## src/conv_regs.svh

```systemverilog
/*
 * Register offsets, field positions, reset values and widths for the
 * audio converter and trim converter control registers.
 * Assumes it is included by its bare name and defines nothing else.
 */
`ifndef CONV_REGS_SVH
`define CONV_REGS_SVH

`define CONV_ADDR_WIDTH        3
`define CONV_DATA_WIDTH        8

`define AUDIO_CONV_CONTROL_OFS 3'h0
`define AUDIO_CONV_DATA_LOW_OFS 3'h1
`define AUDIO_CONV_DATA_HIGH_OFS 3'h2
`define TRIM_CONV_CONTROL_OFS  3'h3
`define TRIM_CONV_DATA_LOW_OFS 3'h4
`define TRIM_CONV_DATA_HIGH_OFS 3'h5

`define REG_RESET_VALUE        8'h00
`define UNMAPPED_READ_VALUE    8'h00

`define VOLUME_MSB             7
`define VOLUME_LSB             5
`define VOLUME_WIDTH           3
`define AUDIO_ENABLE_BIT       0
`define AUDIO_LOW_MSB          7
`define AUDIO_LOW_LSB          4
`define AUDIO_LOW_WIDTH        4
`define AUDIO_SAMPLE_WIDTH     12

`define TRIM_ENABLE_BIT        0
`define TRIM_LOW_MSB           7
`define TRIM_LOW_LSB           6
`define TRIM_LOW_WIDTH         2
`define TRIM_CODE_WIDTH        10

`endif

```

## src/conv_pkg.sv

```systemverilog
/*
 * Types shared by the converter register block.
 * Assumes conv_regs.svh supplies all numeric constants.
 */
package conv_pkg;

    typedef enum logic [2:0] {
        SEL_NONE        = 3'h0,
        SEL_AUDIO_CTRL  = 3'h1,
        SEL_AUDIO_LOW   = 3'h3,
        SEL_AUDIO_HIGH  = 3'h2,
        SEL_TRIM_CTRL   = 3'h6,
        SEL_TRIM_LOW    = 3'h7,
        SEL_TRIM_HIGH   = 3'h5
    } reg_sel_type;

endpackage

```

## src/conv_out_if.sv

```systemverilog
/*
 * Carrier from the register file to one converter output stage:
 * the enable and the assembled code word.
 * Assumes both ends run on the same clock.
 */
`timescale 1ns/1ps
interface conv_out_if #(
    parameter int WIDTH = 12
);
    logic             enable;
    logic [WIDTH-1:0] code;

    modport src (output enable, output code);
    modport dst (input enable, input code);
endinterface

```

## src/audio_and_trim_converter_regs.sv

```systemverilog
/*
 * Register file and output control for the audio converter and the
 * trim (reference) converter. Six byte registers on a plain strobe bus.
 * Assumes bus master on CLOCK, one-cycle strobes, never both at once.
 */
// How it works
// - audio enable bit switches audio converter
// - audio enable zero holds power down
// - disabled audio ignores its data registers
// - volume field bits 7 to 5, eight levels
// - audio control bits 4 to 1 read zero
// - audio high byte holds sample 11 to 4
// - audio low upper nibble holds sample 3 to 0
// - trim control bit 0 enables trim converter
// - trim control bits 7 to 1 read zero
// - trim high byte holds code 9 to 2
// - trim low bits 7,6 hold code 1,0
`include "conv_regs.svh"
`timescale 1ns/1ps
module audio_and_trim_converter_regs #(
    parameter int ADDR_WIDTH = `CONV_ADDR_WIDTH
) (
    input  wire logic                          CLOCK,
    input  wire logic                          RSTN,
    input  wire logic                          CLOCK_ENABLE,
    input  wire logic [ADDR_WIDTH-1:0]         REG_ADDR,
    input  wire logic [`CONV_DATA_WIDTH-1:0]   REG_WDATA,
    input  wire logic                          REG_WRITE,
    input  wire logic                          REG_READ,
    output logic [`CONV_DATA_WIDTH-1:0]        REG_RDATA,
    output logic                               AUDIO_POWER_ON,
    output logic                               AUDIO_POWER_DOWN,
    output logic [`VOLUME_WIDTH-1:0]           AUDIO_VOLUME,
    output logic [`AUDIO_SAMPLE_WIDTH-1:0]     AUDIO_SAMPLE,
    output logic                               TRIM_POWER_ON,
    output logic                               TRIM_POWER_DOWN,
    output logic [`TRIM_CODE_WIDTH-1:0]        TRIM_CODE
);

    localparam int HIGH_WIDTH = `CONV_DATA_WIDTH;

    logic                          audio_enable_q;
    logic [`VOLUME_WIDTH-1:0]      volume_level_q;
    logic [`AUDIO_LOW_WIDTH-1:0]   audio_low_q;
    logic [HIGH_WIDTH-1:0]         audio_high_q;
    logic                          trim_enable_q;
    logic [`TRIM_LOW_WIDTH-1:0]    trim_low_q;
    logic [HIGH_WIDTH-1:0]         trim_high_q;
    logic [`CONV_DATA_WIDTH-1:0]   rdata_d;
    conv_pkg::reg_sel_type         wr_sel;
    conv_pkg::reg_sel_type         rd_sel;

    conv_out_if #(.WIDTH(`AUDIO_SAMPLE_WIDTH)) audio_link ();
    conv_out_if #(.WIDTH(`TRIM_CODE_WIDTH))    trim_link ();

    // shared by write and read decode
    function automatic conv_pkg::reg_sel_type reg_select(
        input logic [ADDR_WIDTH-1:0] addr
    );
        conv_pkg::reg_sel_type sel;
        sel = conv_pkg::SEL_NONE;
        case (addr)
            ADDR_WIDTH'(`AUDIO_CONV_CONTROL_OFS):  sel = conv_pkg::SEL_AUDIO_CTRL;
            ADDR_WIDTH'(`AUDIO_CONV_DATA_LOW_OFS): sel = conv_pkg::SEL_AUDIO_LOW;
            ADDR_WIDTH'(`AUDIO_CONV_DATA_HIGH_OFS): sel = conv_pkg::SEL_AUDIO_HIGH;
            ADDR_WIDTH'(`TRIM_CONV_CONTROL_OFS):   sel = conv_pkg::SEL_TRIM_CTRL;
            ADDR_WIDTH'(`TRIM_CONV_DATA_LOW_OFS):  sel = conv_pkg::SEL_TRIM_LOW;
            ADDR_WIDTH'(`TRIM_CONV_DATA_HIGH_OFS): sel = conv_pkg::SEL_TRIM_HIGH;
            default:                               sel = conv_pkg::SEL_NONE;
        endcase
        return sel;
    endfunction

    assign wr_sel = REG_WRITE ? reg_select(REG_ADDR) : conv_pkg::SEL_NONE;
    assign rd_sel = reg_select(REG_ADDR);

    // audio control: only volume and enable are stored
    always_ff @(posedge CLOCK or negedge RSTN) begin
        if (!RSTN) begin
            audio_enable_q <= 1'b0;
            volume_level_q <= '0;
        end else if (CLOCK_ENABLE && wr_sel == conv_pkg::SEL_AUDIO_CTRL) begin
            audio_enable_q <= REG_WDATA[`AUDIO_ENABLE_BIT];
            volume_level_q <= REG_WDATA[`VOLUME_MSB:`VOLUME_LSB];
        end
    end

    // audio sample bytes
    always_ff @(posedge CLOCK or negedge RSTN) begin
        if (!RSTN) begin
            audio_low_q  <= '0;
            audio_high_q <= '0;
        end else if (CLOCK_ENABLE) begin
            if (wr_sel == conv_pkg::SEL_AUDIO_LOW) begin
                audio_low_q <= REG_WDATA[`AUDIO_LOW_MSB:`AUDIO_LOW_LSB];
            end
            if (wr_sel == conv_pkg::SEL_AUDIO_HIGH) begin
                audio_high_q <= REG_WDATA;
            end
        end
    end

    // trim control and code bytes
    always_ff @(posedge CLOCK or negedge RSTN) begin
        if (!RSTN) begin
            trim_enable_q <= 1'b0;
            trim_low_q    <= '0;
            trim_high_q   <= '0;
        end else if (CLOCK_ENABLE) begin
            if (wr_sel == conv_pkg::SEL_TRIM_CTRL) begin
                trim_enable_q <= REG_WDATA[`TRIM_ENABLE_BIT];
            end
            if (wr_sel == conv_pkg::SEL_TRIM_LOW) begin
                trim_low_q <= REG_WDATA[`TRIM_LOW_MSB:`TRIM_LOW_LSB];
            end
            if (wr_sel == conv_pkg::SEL_TRIM_HIGH) begin
                trim_high_q <= REG_WDATA;
            end
        end
    end

    // readback: unimplemented bits stay at the zero reset value
    always_comb begin
        rdata_d = `REG_RESET_VALUE;
        case (rd_sel)
            conv_pkg::SEL_AUDIO_CTRL: begin
                rdata_d[`VOLUME_MSB:`VOLUME_LSB] = volume_level_q;
                rdata_d[`AUDIO_ENABLE_BIT]       = audio_enable_q;
            end
            conv_pkg::SEL_AUDIO_LOW: begin
                rdata_d[`AUDIO_LOW_MSB:`AUDIO_LOW_LSB] = audio_low_q;
            end
            conv_pkg::SEL_AUDIO_HIGH: begin
                rdata_d = audio_high_q;
            end
            conv_pkg::SEL_TRIM_CTRL: begin
                rdata_d[`TRIM_ENABLE_BIT] = trim_enable_q;
            end
            conv_pkg::SEL_TRIM_LOW: begin
                rdata_d[`TRIM_LOW_MSB:`TRIM_LOW_LSB] = trim_low_q;
            end
            conv_pkg::SEL_TRIM_HIGH: begin
                rdata_d = trim_high_q;
            end
            default: begin
                rdata_d = `UNMAPPED_READ_VALUE;
            end
        endcase
    end

    // read data is loaded at the strobe's enabled edge and clears at the next enabled edge
    always_ff @(posedge CLOCK or negedge RSTN) begin
        if (!RSTN) begin
            REG_RDATA <= `REG_RESET_VALUE;
        end else if (CLOCK_ENABLE) begin
            REG_RDATA <= REG_READ ? rdata_d : `REG_RESET_VALUE;
        end
    end

    // volume is applied whether or not the core is on
    always_ff @(posedge CLOCK or negedge RSTN) begin
        if (!RSTN) begin
            AUDIO_VOLUME <= '0;
        end else if (CLOCK_ENABLE) begin
            AUDIO_VOLUME <= volume_level_q;
        end
    end

    assign audio_link.enable = audio_enable_q;
    assign audio_link.code   = {audio_high_q, audio_low_q};
    assign trim_link.enable  = trim_enable_q;
    assign trim_link.code    = {trim_high_q, trim_low_q};

    conv_output_stage #(.WIDTH(`AUDIO_SAMPLE_WIDTH)) audio_stage (
        .clock        (CLOCK),
        .rst_n        (RSTN),
        .clock_enable (CLOCK_ENABLE),
        .from_regs    (audio_link),
        .power_on     (AUDIO_POWER_ON),
        .power_down   (AUDIO_POWER_DOWN),
        .code         (AUDIO_SAMPLE)
    );

    conv_output_stage #(.WIDTH(`TRIM_CODE_WIDTH)) trim_stage (
        .clock        (CLOCK),
        .rst_n        (RSTN),
        .clock_enable (CLOCK_ENABLE),
        .from_regs    (trim_link),
        .power_on     (TRIM_POWER_ON),
        .power_down   (TRIM_POWER_DOWN),
        .code         (TRIM_CODE)
    );

endmodule

```

## src/conv_output_stage.sv

```systemverilog
/*
 * Output flops for one converter core: power on, power down, code.
 * Assumes a register file drives the interface on the same clock.
 */
`timescale 1ns/1ps
module conv_output_stage #(
    parameter int WIDTH = 12
) (
    input  wire logic             clock,
    input  wire logic             rst_n,
    input  wire logic             clock_enable,
    conv_out_if.dst               from_regs,
    output logic                  power_on,
    output logic                  power_down,
    output logic [WIDTH-1:0]      code
);

    always_ff @(posedge clock or negedge rst_n) begin
        if (!rst_n) begin
            power_on   <= 1'b0;
            power_down <= 1'b1;
        end else if (clock_enable) begin
            power_on   <= from_regs.enable;
            power_down <= !from_regs.enable;
        end
    end

    // code is forced to zero while off, so stale data cannot leak
    always_ff @(posedge clock or negedge rst_n) begin
        if (!rst_n) begin
            code <= '0;
        end else if (clock_enable) begin
            if (from_regs.enable) begin
                code <= from_regs.code;
            end else begin
                code <= '0;
            end
        end
    end

endmodule

```

## config.mk

```make
export PLATFORM = sky130hd
export DESIGN_NAME = audio_and_trim_converter_regs
export DESIGN_NICKNAME = d
export VERILOG_FILES = /design/src/conv_pkg.sv /design/src/conv_out_if.sv /design/src/audio_and_trim_converter_regs.sv /design/src/conv_output_stage.sv
export VERILOG_INCLUDE_DIRS = /design/src
export SDC_FILE = /design/constraint.sdc
export NUM_CORES = 1
export LEC_CHECK = 0
export BUFFER_PORTS_ARGS = -buffer_cell sky130_fd_sc_hd__buf_2
export CAP_MARGIN = 20
export CORE_MARGIN = 2
export CORE_UTILIZATION = 55
export CTS_BUF_LIST = sky130_fd_sc_hd__clkbuf_4 sky130_fd_sc_hd__clkbuf_8
export DETAILED_ROUTE_END_ITERATION = 6
export PLACE_DENSITY_LB_ADDON = 0.3
export SYNTH_ARGS = -nofsm -noshare
export SYNTH_HDL_FRONTEND = slang
export SYNTH_SLANG_ARGS = --single-unit
```

## constraint.sdc

```tcl
create_clock -name CLOCK -period 2.2 [get_ports CLOCK]
set_input_delay 0.11 -clock CLOCK [delete_from_list [all_inputs] [get_ports CLOCK]]
set_output_delay 0.11 -clock CLOCK [all_outputs]
set_load 0.05 [all_outputs]
```

==> results of run 1 <==
report_power, final:
| group | internal [mW] | switching (mW) |
|---|---|---|
| clock | 0.457 | 0.416 |
| sequential | 1.42 | 0.203 |
| combinational | 0.312 | 0.677 |
| total | 2.18 | 1.30 |
worst max path at each step:
stage / startpoint / depth (start not counted) / to
global route: REG_ADDR[1] / 10 / REG_RDATA[7]
global placement: REG_ADDR[1] / 10 / REG_RDATA[7]
finish: REG_ADDR[1] / 10 / REG_RDATA[7]
CTS: REG_ADDR[1] / 10 / REG_RDATA[7]
floorplan: REG_ADDR[1] / 11 / REG_RDATA[7]
detailed placement: REG_ADDR[1] / 10 / REG_RDATA[7]
synth_stat cells (2+ instances only):
| master | n | area share [%] |
|---|---|---|
| a22oi_1 | 3 | 0.76 |
| buf_1 | 6 | 0.76 |
| mux2_2 | 33 | 12 |
| ha_1 | 2 | 0.84 |
| nand2b_1 | 4 | 0.84 |
| a41oi_1 | 3 | 0.88 |
| nand2_1 | 7 | 0.88 |
| nor2_2 | 2 | 0.42 |
| buf_2 | 2 | 0.34 |
| inv_1 | 35 | 4.4 |
| nor3_1 | 2 | 0.34 |
| nand3_1 | 26 | 4.4 |
| nor2_1 | 6 | 0.76 |
| o21ai_0 | 28 | 4.7 |
| nor2b_1 | 2 | 0.42 |
| o22ai_1 | 10 | 2.1 |
| dfstp_2 | 2 | 1.8 |
| clkbuf_1 | 8 | 1.0 |
| a21oi_1 | 6 | 1.0 |
| mux2i_1 | 6 | 2.0 |
| dfrtp_1 | 62 | 52 |
| nand3b_1 | 2 | 0.50 |
cells by family (layout without fill, tap and decap cells):
kind of cell / Yosys count / count (layout)
compound gates: 59 / 59
flops: 64 / 64
buf+inv: 54 / 108
simple gates: 56 / 56
mux: 40 / 40
fa+ha+maj: 2 / 2
xor+xnor: 1 / 1
what timing repair did:
item | CTS | global route
endpoints found under the setup margin | 0 | 0
resized for setup | 0 | 0
hold buffers | 1 | 0
hold endpoints to repair | 62 | 0
flip-flops by register name (all words and copies together) (netlist names), 2 cells and up:
name              cells
AUDIO_VOLUME          3
audio_low_q           4
trim_low_q            2
audio_high_q          8
trim_stage.code      10
volume_level_q        3
trim_high_q           8
REG_RDATA             8
audio_stage.code     12
metrics by stage:
| step | worst slack [ps] | hold slack [ps] | instances | total power [mW] |
|---|---|---|---|---|
| after global placement | 306 | 144 | 383 | 2.60 |
| after floorplan | 240 | -186 | 276 | 2.36 |
| after detailed placement | 150 | 146 | 383 | 2.63 |
| after CTS | 509 | 8.79 | 400 | 3.51 |
| final | 446 | 25.7 | 400 | 3.48 |
| after global routing | 286 | 15.4 | 400 | 3.66 |
worst max-delay path, cell delays in order:
cell and delay [ps]:
buf_2 260, nor2_1 120, xnor2_1 220, inv_1 70
ha_1 260, nor2b_1 190, a22oi_1 210, o22ai_1 110
a311oi_1 280, o22ai_1 100
cell usage in the layout (no fill, tap or decap), types with 4 or more instances in the layout:
cell and count:
clkinv_2 4, a21oi_1 6, nand2_1 7, inv_1 35, o22ai_1 10, mux2_2 33
nand2b_1 4, buf_2 52, nand3_1 26, mux2i_1 6, o21ai_0 28, nor2_1 6
clkbuf_8 10, dfrtp_1 62
final cells by class:
class | instances | area [um2] | share of cell area (%)
Tap cell | 70 | 87.6 | 2.53
Multi-Input combinational cell | 158 | 1150 | 33.4
Clock buffer | 12 | 153 | 4.41
Clock inverter | 4 | 20.0 | 0.579
Sequential cell | 64 | 1600 | 46.4
Inverter | 36 | 135 | 3.91
Timing Repair Buffer | 56 | 305 | 8.83
per-layer routing:
metal / routed length, um / global-route usage [%]
met1: 3010 / 33.6
met3: 361 / 5.58
met2: 2740 / 32.7
met4: 89 / 9.11
met5: 0 / 0
==> run metrics, run 1 <==
Leak=approximately 1.6 nW; Hold EP=audio_high_q[2]; status=completed; clk sink count=64; first-pass GRT wire length=roughly 10000 um; I/O pin cnt=53; Post-route DRC=0; postcts setup bufs=0; hold path start=REG_WDATA[2]; FMAX=approximately 570 MHz; Cell variety after synth=41; Via Count=about 2200; CTS clk-pin slew, worst paths=~70 ps; Nets=between 300 and 400; GRT overflow=0; post-DP HPWL=~4300 um; Main synth FF type=dfrtp_1; mean post-synth cell area=approximately 11 um2; largest family of logic cells by synthesized area=multiplexers; CTS tree=done; worst reg2reg setup slack=between 700 and 800 ps; final worst-path cycle share=approximately four fifths; final core utilization=66.9%; Crit path arrival time=slightly below 2000 ps; Compound-Gate Fraction of Synth Area=between 10% and 20%; Cell Area, Synth=roughly 3000 um2; DR pass1 iterations=4; antenna violations before repair=0; flop and latch count out of synthesis=between 60 and 70; final count of hold timing violations=0; # rows=26; core outline area=slightly above 5000 um2; H-Tree Depth=3; register area share after synthesis=between 50% and 60%; Filler Cells Inserted=around 400; Die W=about 78 um; endpoint class of the critical path=register; mux contribution to synthesized area=15.0%; Port Buf Inserts=52; worst slew pin tran=~650 ps; final clock skew=5.50 ps; Rel. slew slack=between 50% and 60%; power per cell area=~1000 nW/um2; fin. max-slew vios=0; Worst-Skew Late Latency=roughly 330 ps; Crit Reg-Reg Startpoint=audio_enable_q; worst r2r dst=REG_RDATA[0]; Starting DRT DRC Count=between 100 and 150; area grow syn2layout=16.3%; # diodes=0; via/cell ratio=~5.4; CP startpoint kind=input pin; Placed Area=3280 um2; worst-case reg-to-reg path depth=5; Post-DRT Antenna Nets=0; maximum vdd drop=around 0.0007 V; Setup TNS Final=0 ps; Final Wtd Congestion=between 0.9 and 1; hold depth=2; Post-synth EDFFs=0; GRT Resource Usage Total=a little under a quarter; Synth Area in Simple Gates=between 9 and 10%; Max Fanout on Critical Path=18; Die Ht=between 70 and 80 um; vias in the first global route=about 2100; share of cells above drive strength 1=around a third; CTS Buffer Depth=2; die footprint=~6000 um2; final-report setup violation count=0; wire per inst=15.5 um; Hold/Removal Path Class=input pin to register; Crit Path Class=input pin to register; Post-Syn Instances=between 200 and 300; Crit path required time=2400 ps; yosys warns=0; Async S/R FF share, synth=100%; clk root buf=clkbuf_8; pin count of the biggest net entering global routing=65; fraction of synthesized cell area in xor and xnor cells=less than 1%; Net Count, Synth=between 200 and 300; Routed WL=6210 um; Synth Area in Adders=less than 1%; Num CTS Buffers=9; RSZ-0062 raised after global routing=no; final non-filler cell area=approximately 3500 um2; maxcap violations=0; min cycle time layout=approximately 1800 ps; initial core utilization=between 50% and 60%
(Power assumes the default switching activity.)
==> inputs of run 2 (changes only) <==
Settings changed: CORE_UTILIZATION 55 to 52.
Clock period 2.2 ns to 1.61 ns, I/O delays scaled along.
==> run 2 against run 1 <==
  * First-iteration DRC count increased by 0.76%
  * Global-route usage is 0.54 points higher
  * Largest power group unchanged
  * Critical path depth is 5 lower
  * Critical path type is now register to register
==> run metrics, run 2 (synthesis gave the netlist of run 1 again) <==
post-DP HPWL=4670 um (+9.6%); Nets=360 (+5.0%); commonest cells after routing, fill and taps aside=dfrtp_1, buf_2, inv_1; Leak=1.74 nW (+7.3%); DP Cell Count=399 (+4.2%); Post-DRT Antenna Nets=0 (unchanged); FMAX=~710 MHz; CTS Buffer Depth=2 (unchanged); # diodes=0 (unchanged); initial core utilization=54.0% (-3.5 points); share of cells above drive strength 1=37.8% (+3.5 points); H-Tree Depth=3 (unchanged); status=completed; sw frac=34.3% (-2.9 points); via/cell ratio=5.29 (-1.9%); CTS clk-pin slew, worst paths=70 ps (about the same); # rows=27 (+3.8%); Num CTS Buffers=9 (unchanged); final worst-path cycle share=around 87%; die footprint=6340 um2 (+5.5%); GRT overflow=0 (unchanged); clk sink count=64 (unchanged); commonest non-fill, non-tap cell in the layout=dfrtp_1; Filler Cells Inserted=446 (+13%); Hold/Removal Path Class=input pin to register; wire per inst=15.6 um (+0.67%); final count of hold timing violations=0 (unchanged); Post-route DRC=0 (unchanged); Most flops, register=audio_stage.code; maxcap violations=0 (unchanged); pin count of the biggest net entering global routing=65 (unchanged); CP startpoint kind=register; I/O pin cnt=53 (unchanged); Largest register FFs=12 (unchanged); Die Ht=79.6 um (+2.7%); maximum vdd drop=0.000864 V (+24%); DR pass1 iterations=4 (unchanged); Starting DRT DRC Count=133 (+0.76%); Final Wtd Congestion=0.896 (-2.6%); first-pass GRT wire length=11100 um (+6.2%); CTS tree=done; sw power=1.80 mW (+39%); core outline area=5510 um2 (+6.5%); filler-free cell count of the finished design=419 (+4.8%); min cycle time layout=1410 ps; worst reg2reg setup slack=200 ps (-570 ps); Flop pwr share=41.6% (-4.9 points); Worst-Skew Late Latency=340 ps (about the same); Crit path required time=1820 ps (-580 ps); endpoint class of the critical path=register; worst slew pin tran=407 ps (-246 ps); power per cell area=1410 nW/um2 (+41%); Tot Pwr=5.23 mW (+50%); final clock skew=6.11 ps (+0.612 ps); Die W=79.6 um (+2.7%); antenna violations before repair=0 (unchanged); GRT Resource Usage Total=23.4% (+0.54 points); Clk pwr share=30.8% (+5.7 points); Via Count=2215 (+2.7%); Crit Path Class=register to register; fin. max-slew vios=0 (unchanged); Largest regs=audio_stage.code x12, trim_stage.code x10; RSZ-0062 raised after global routing=no; Comb power frac=27.7% (-0.7 points); Crit path arrival time=1610 ps (-340 ps); area grow syn2layout=24.4%; clk root buf=clkbuf_8; Rel. slew slack=72.8% (+17 points); Int Pwr=3.44 mW (+57%); final-report setup violation count=0 (unchanged); Port Buf Inserts=52 (unchanged); Routed WL=6540 um (+5.4%); vias in the first global route=2188 (+5.6%); Max Fanout on Critical Path=4 (-14)
[run 2: timing repair]
action,CTS,global route
hold endpoints to repair,68,0
gates resized for setup,0,0
buffers inserted,0,0
hold buffers,4,0
[run 2: power by group through the flow]
stage	clock network (mW)	registers (mW)	logic, mW
final	1.61	2.17	1.45
after global routing	1.71	2.22	1.56
after CTS	1.64	2.17	1.46
after detailed placement	0	2.20	1.44
after global placement	0	2.19	1.42
after floorplan	0	2.71	0.529
[run 2: worst paths after layout]
path	start	end	depth (start not counted)
worst max-delay path	trim_high_q[7]	REG_RDATA[7]	5
worst min-delay path	REG_WDATA[4]	trim_high_q[4]	2
worst max register to register	trim_high_q[7]	REG_RDATA[7]	5
worst min register to register	audio_stage.power_down	audio_stage.power_down	2
max in group asynchronous	RSTN	audio_stage.power_down	3
min in group asynchronous	RSTN	trim_stage.code[1]	3
[run 2: cell type report]
class	count	area [um2]	share of cell area, %
sequential	64	1600	43.4
multi-input combinational	158	1190	32.1
timing repair buffer	73	440	11.9
clock buffer	14	180	4.87
inverter	36	135	3.65
tap	72	90.1	2.44
clock inverter	2	60.1	1.62
[run 2: metrics by stage]
| stage | hold WS [ps] | instance area, um2 | setup slack [ps] | util (%) | setup TNS (ps) |
|---|---|---|---|---|---|
| 2_1_floorplan | -215 | 3020 | 18.9 | - | 0 |
| 3_3_place_gp | 118 | 3420 | 43.2 | 62.1 | 0 |
| 3_5_place_dp | 114 | 3420 | -28.4 | 62.1 | -28.4 |
| 4_1_cts | 11.0 | 3700 | 211 | 67.2 | 0 |
| 5_1_grt | 19.9 | 3700 | 136 | 67.2 | 0 |
| 6_report | 21.5 | 3700 | 204 | 67.2 | 0 |
[run 2: worst max-delay path, cell delays in order (launching register included)]
cell and delay (ps):
dfrtp_1 420, mux2_2 270, o21ai_0 140, a21oi_1 60, a311oi_1 270, o22ai_1 120
[run 2: per-layer routing]
metal | global-route usage (%) | wire length [um] | part of all wire (%) | vias up
met2 | 36.1 | 3110 | 48 | 57
met3 | 4.75 | 328 | 5.0 | 15
met5 | 0 | 0 | 0 | -
met1 | 32.2 | 2980 | 46 | 1051
li1 | - | - | - | 1092
met4 | 10.0 | 121 | 1.8 | 0
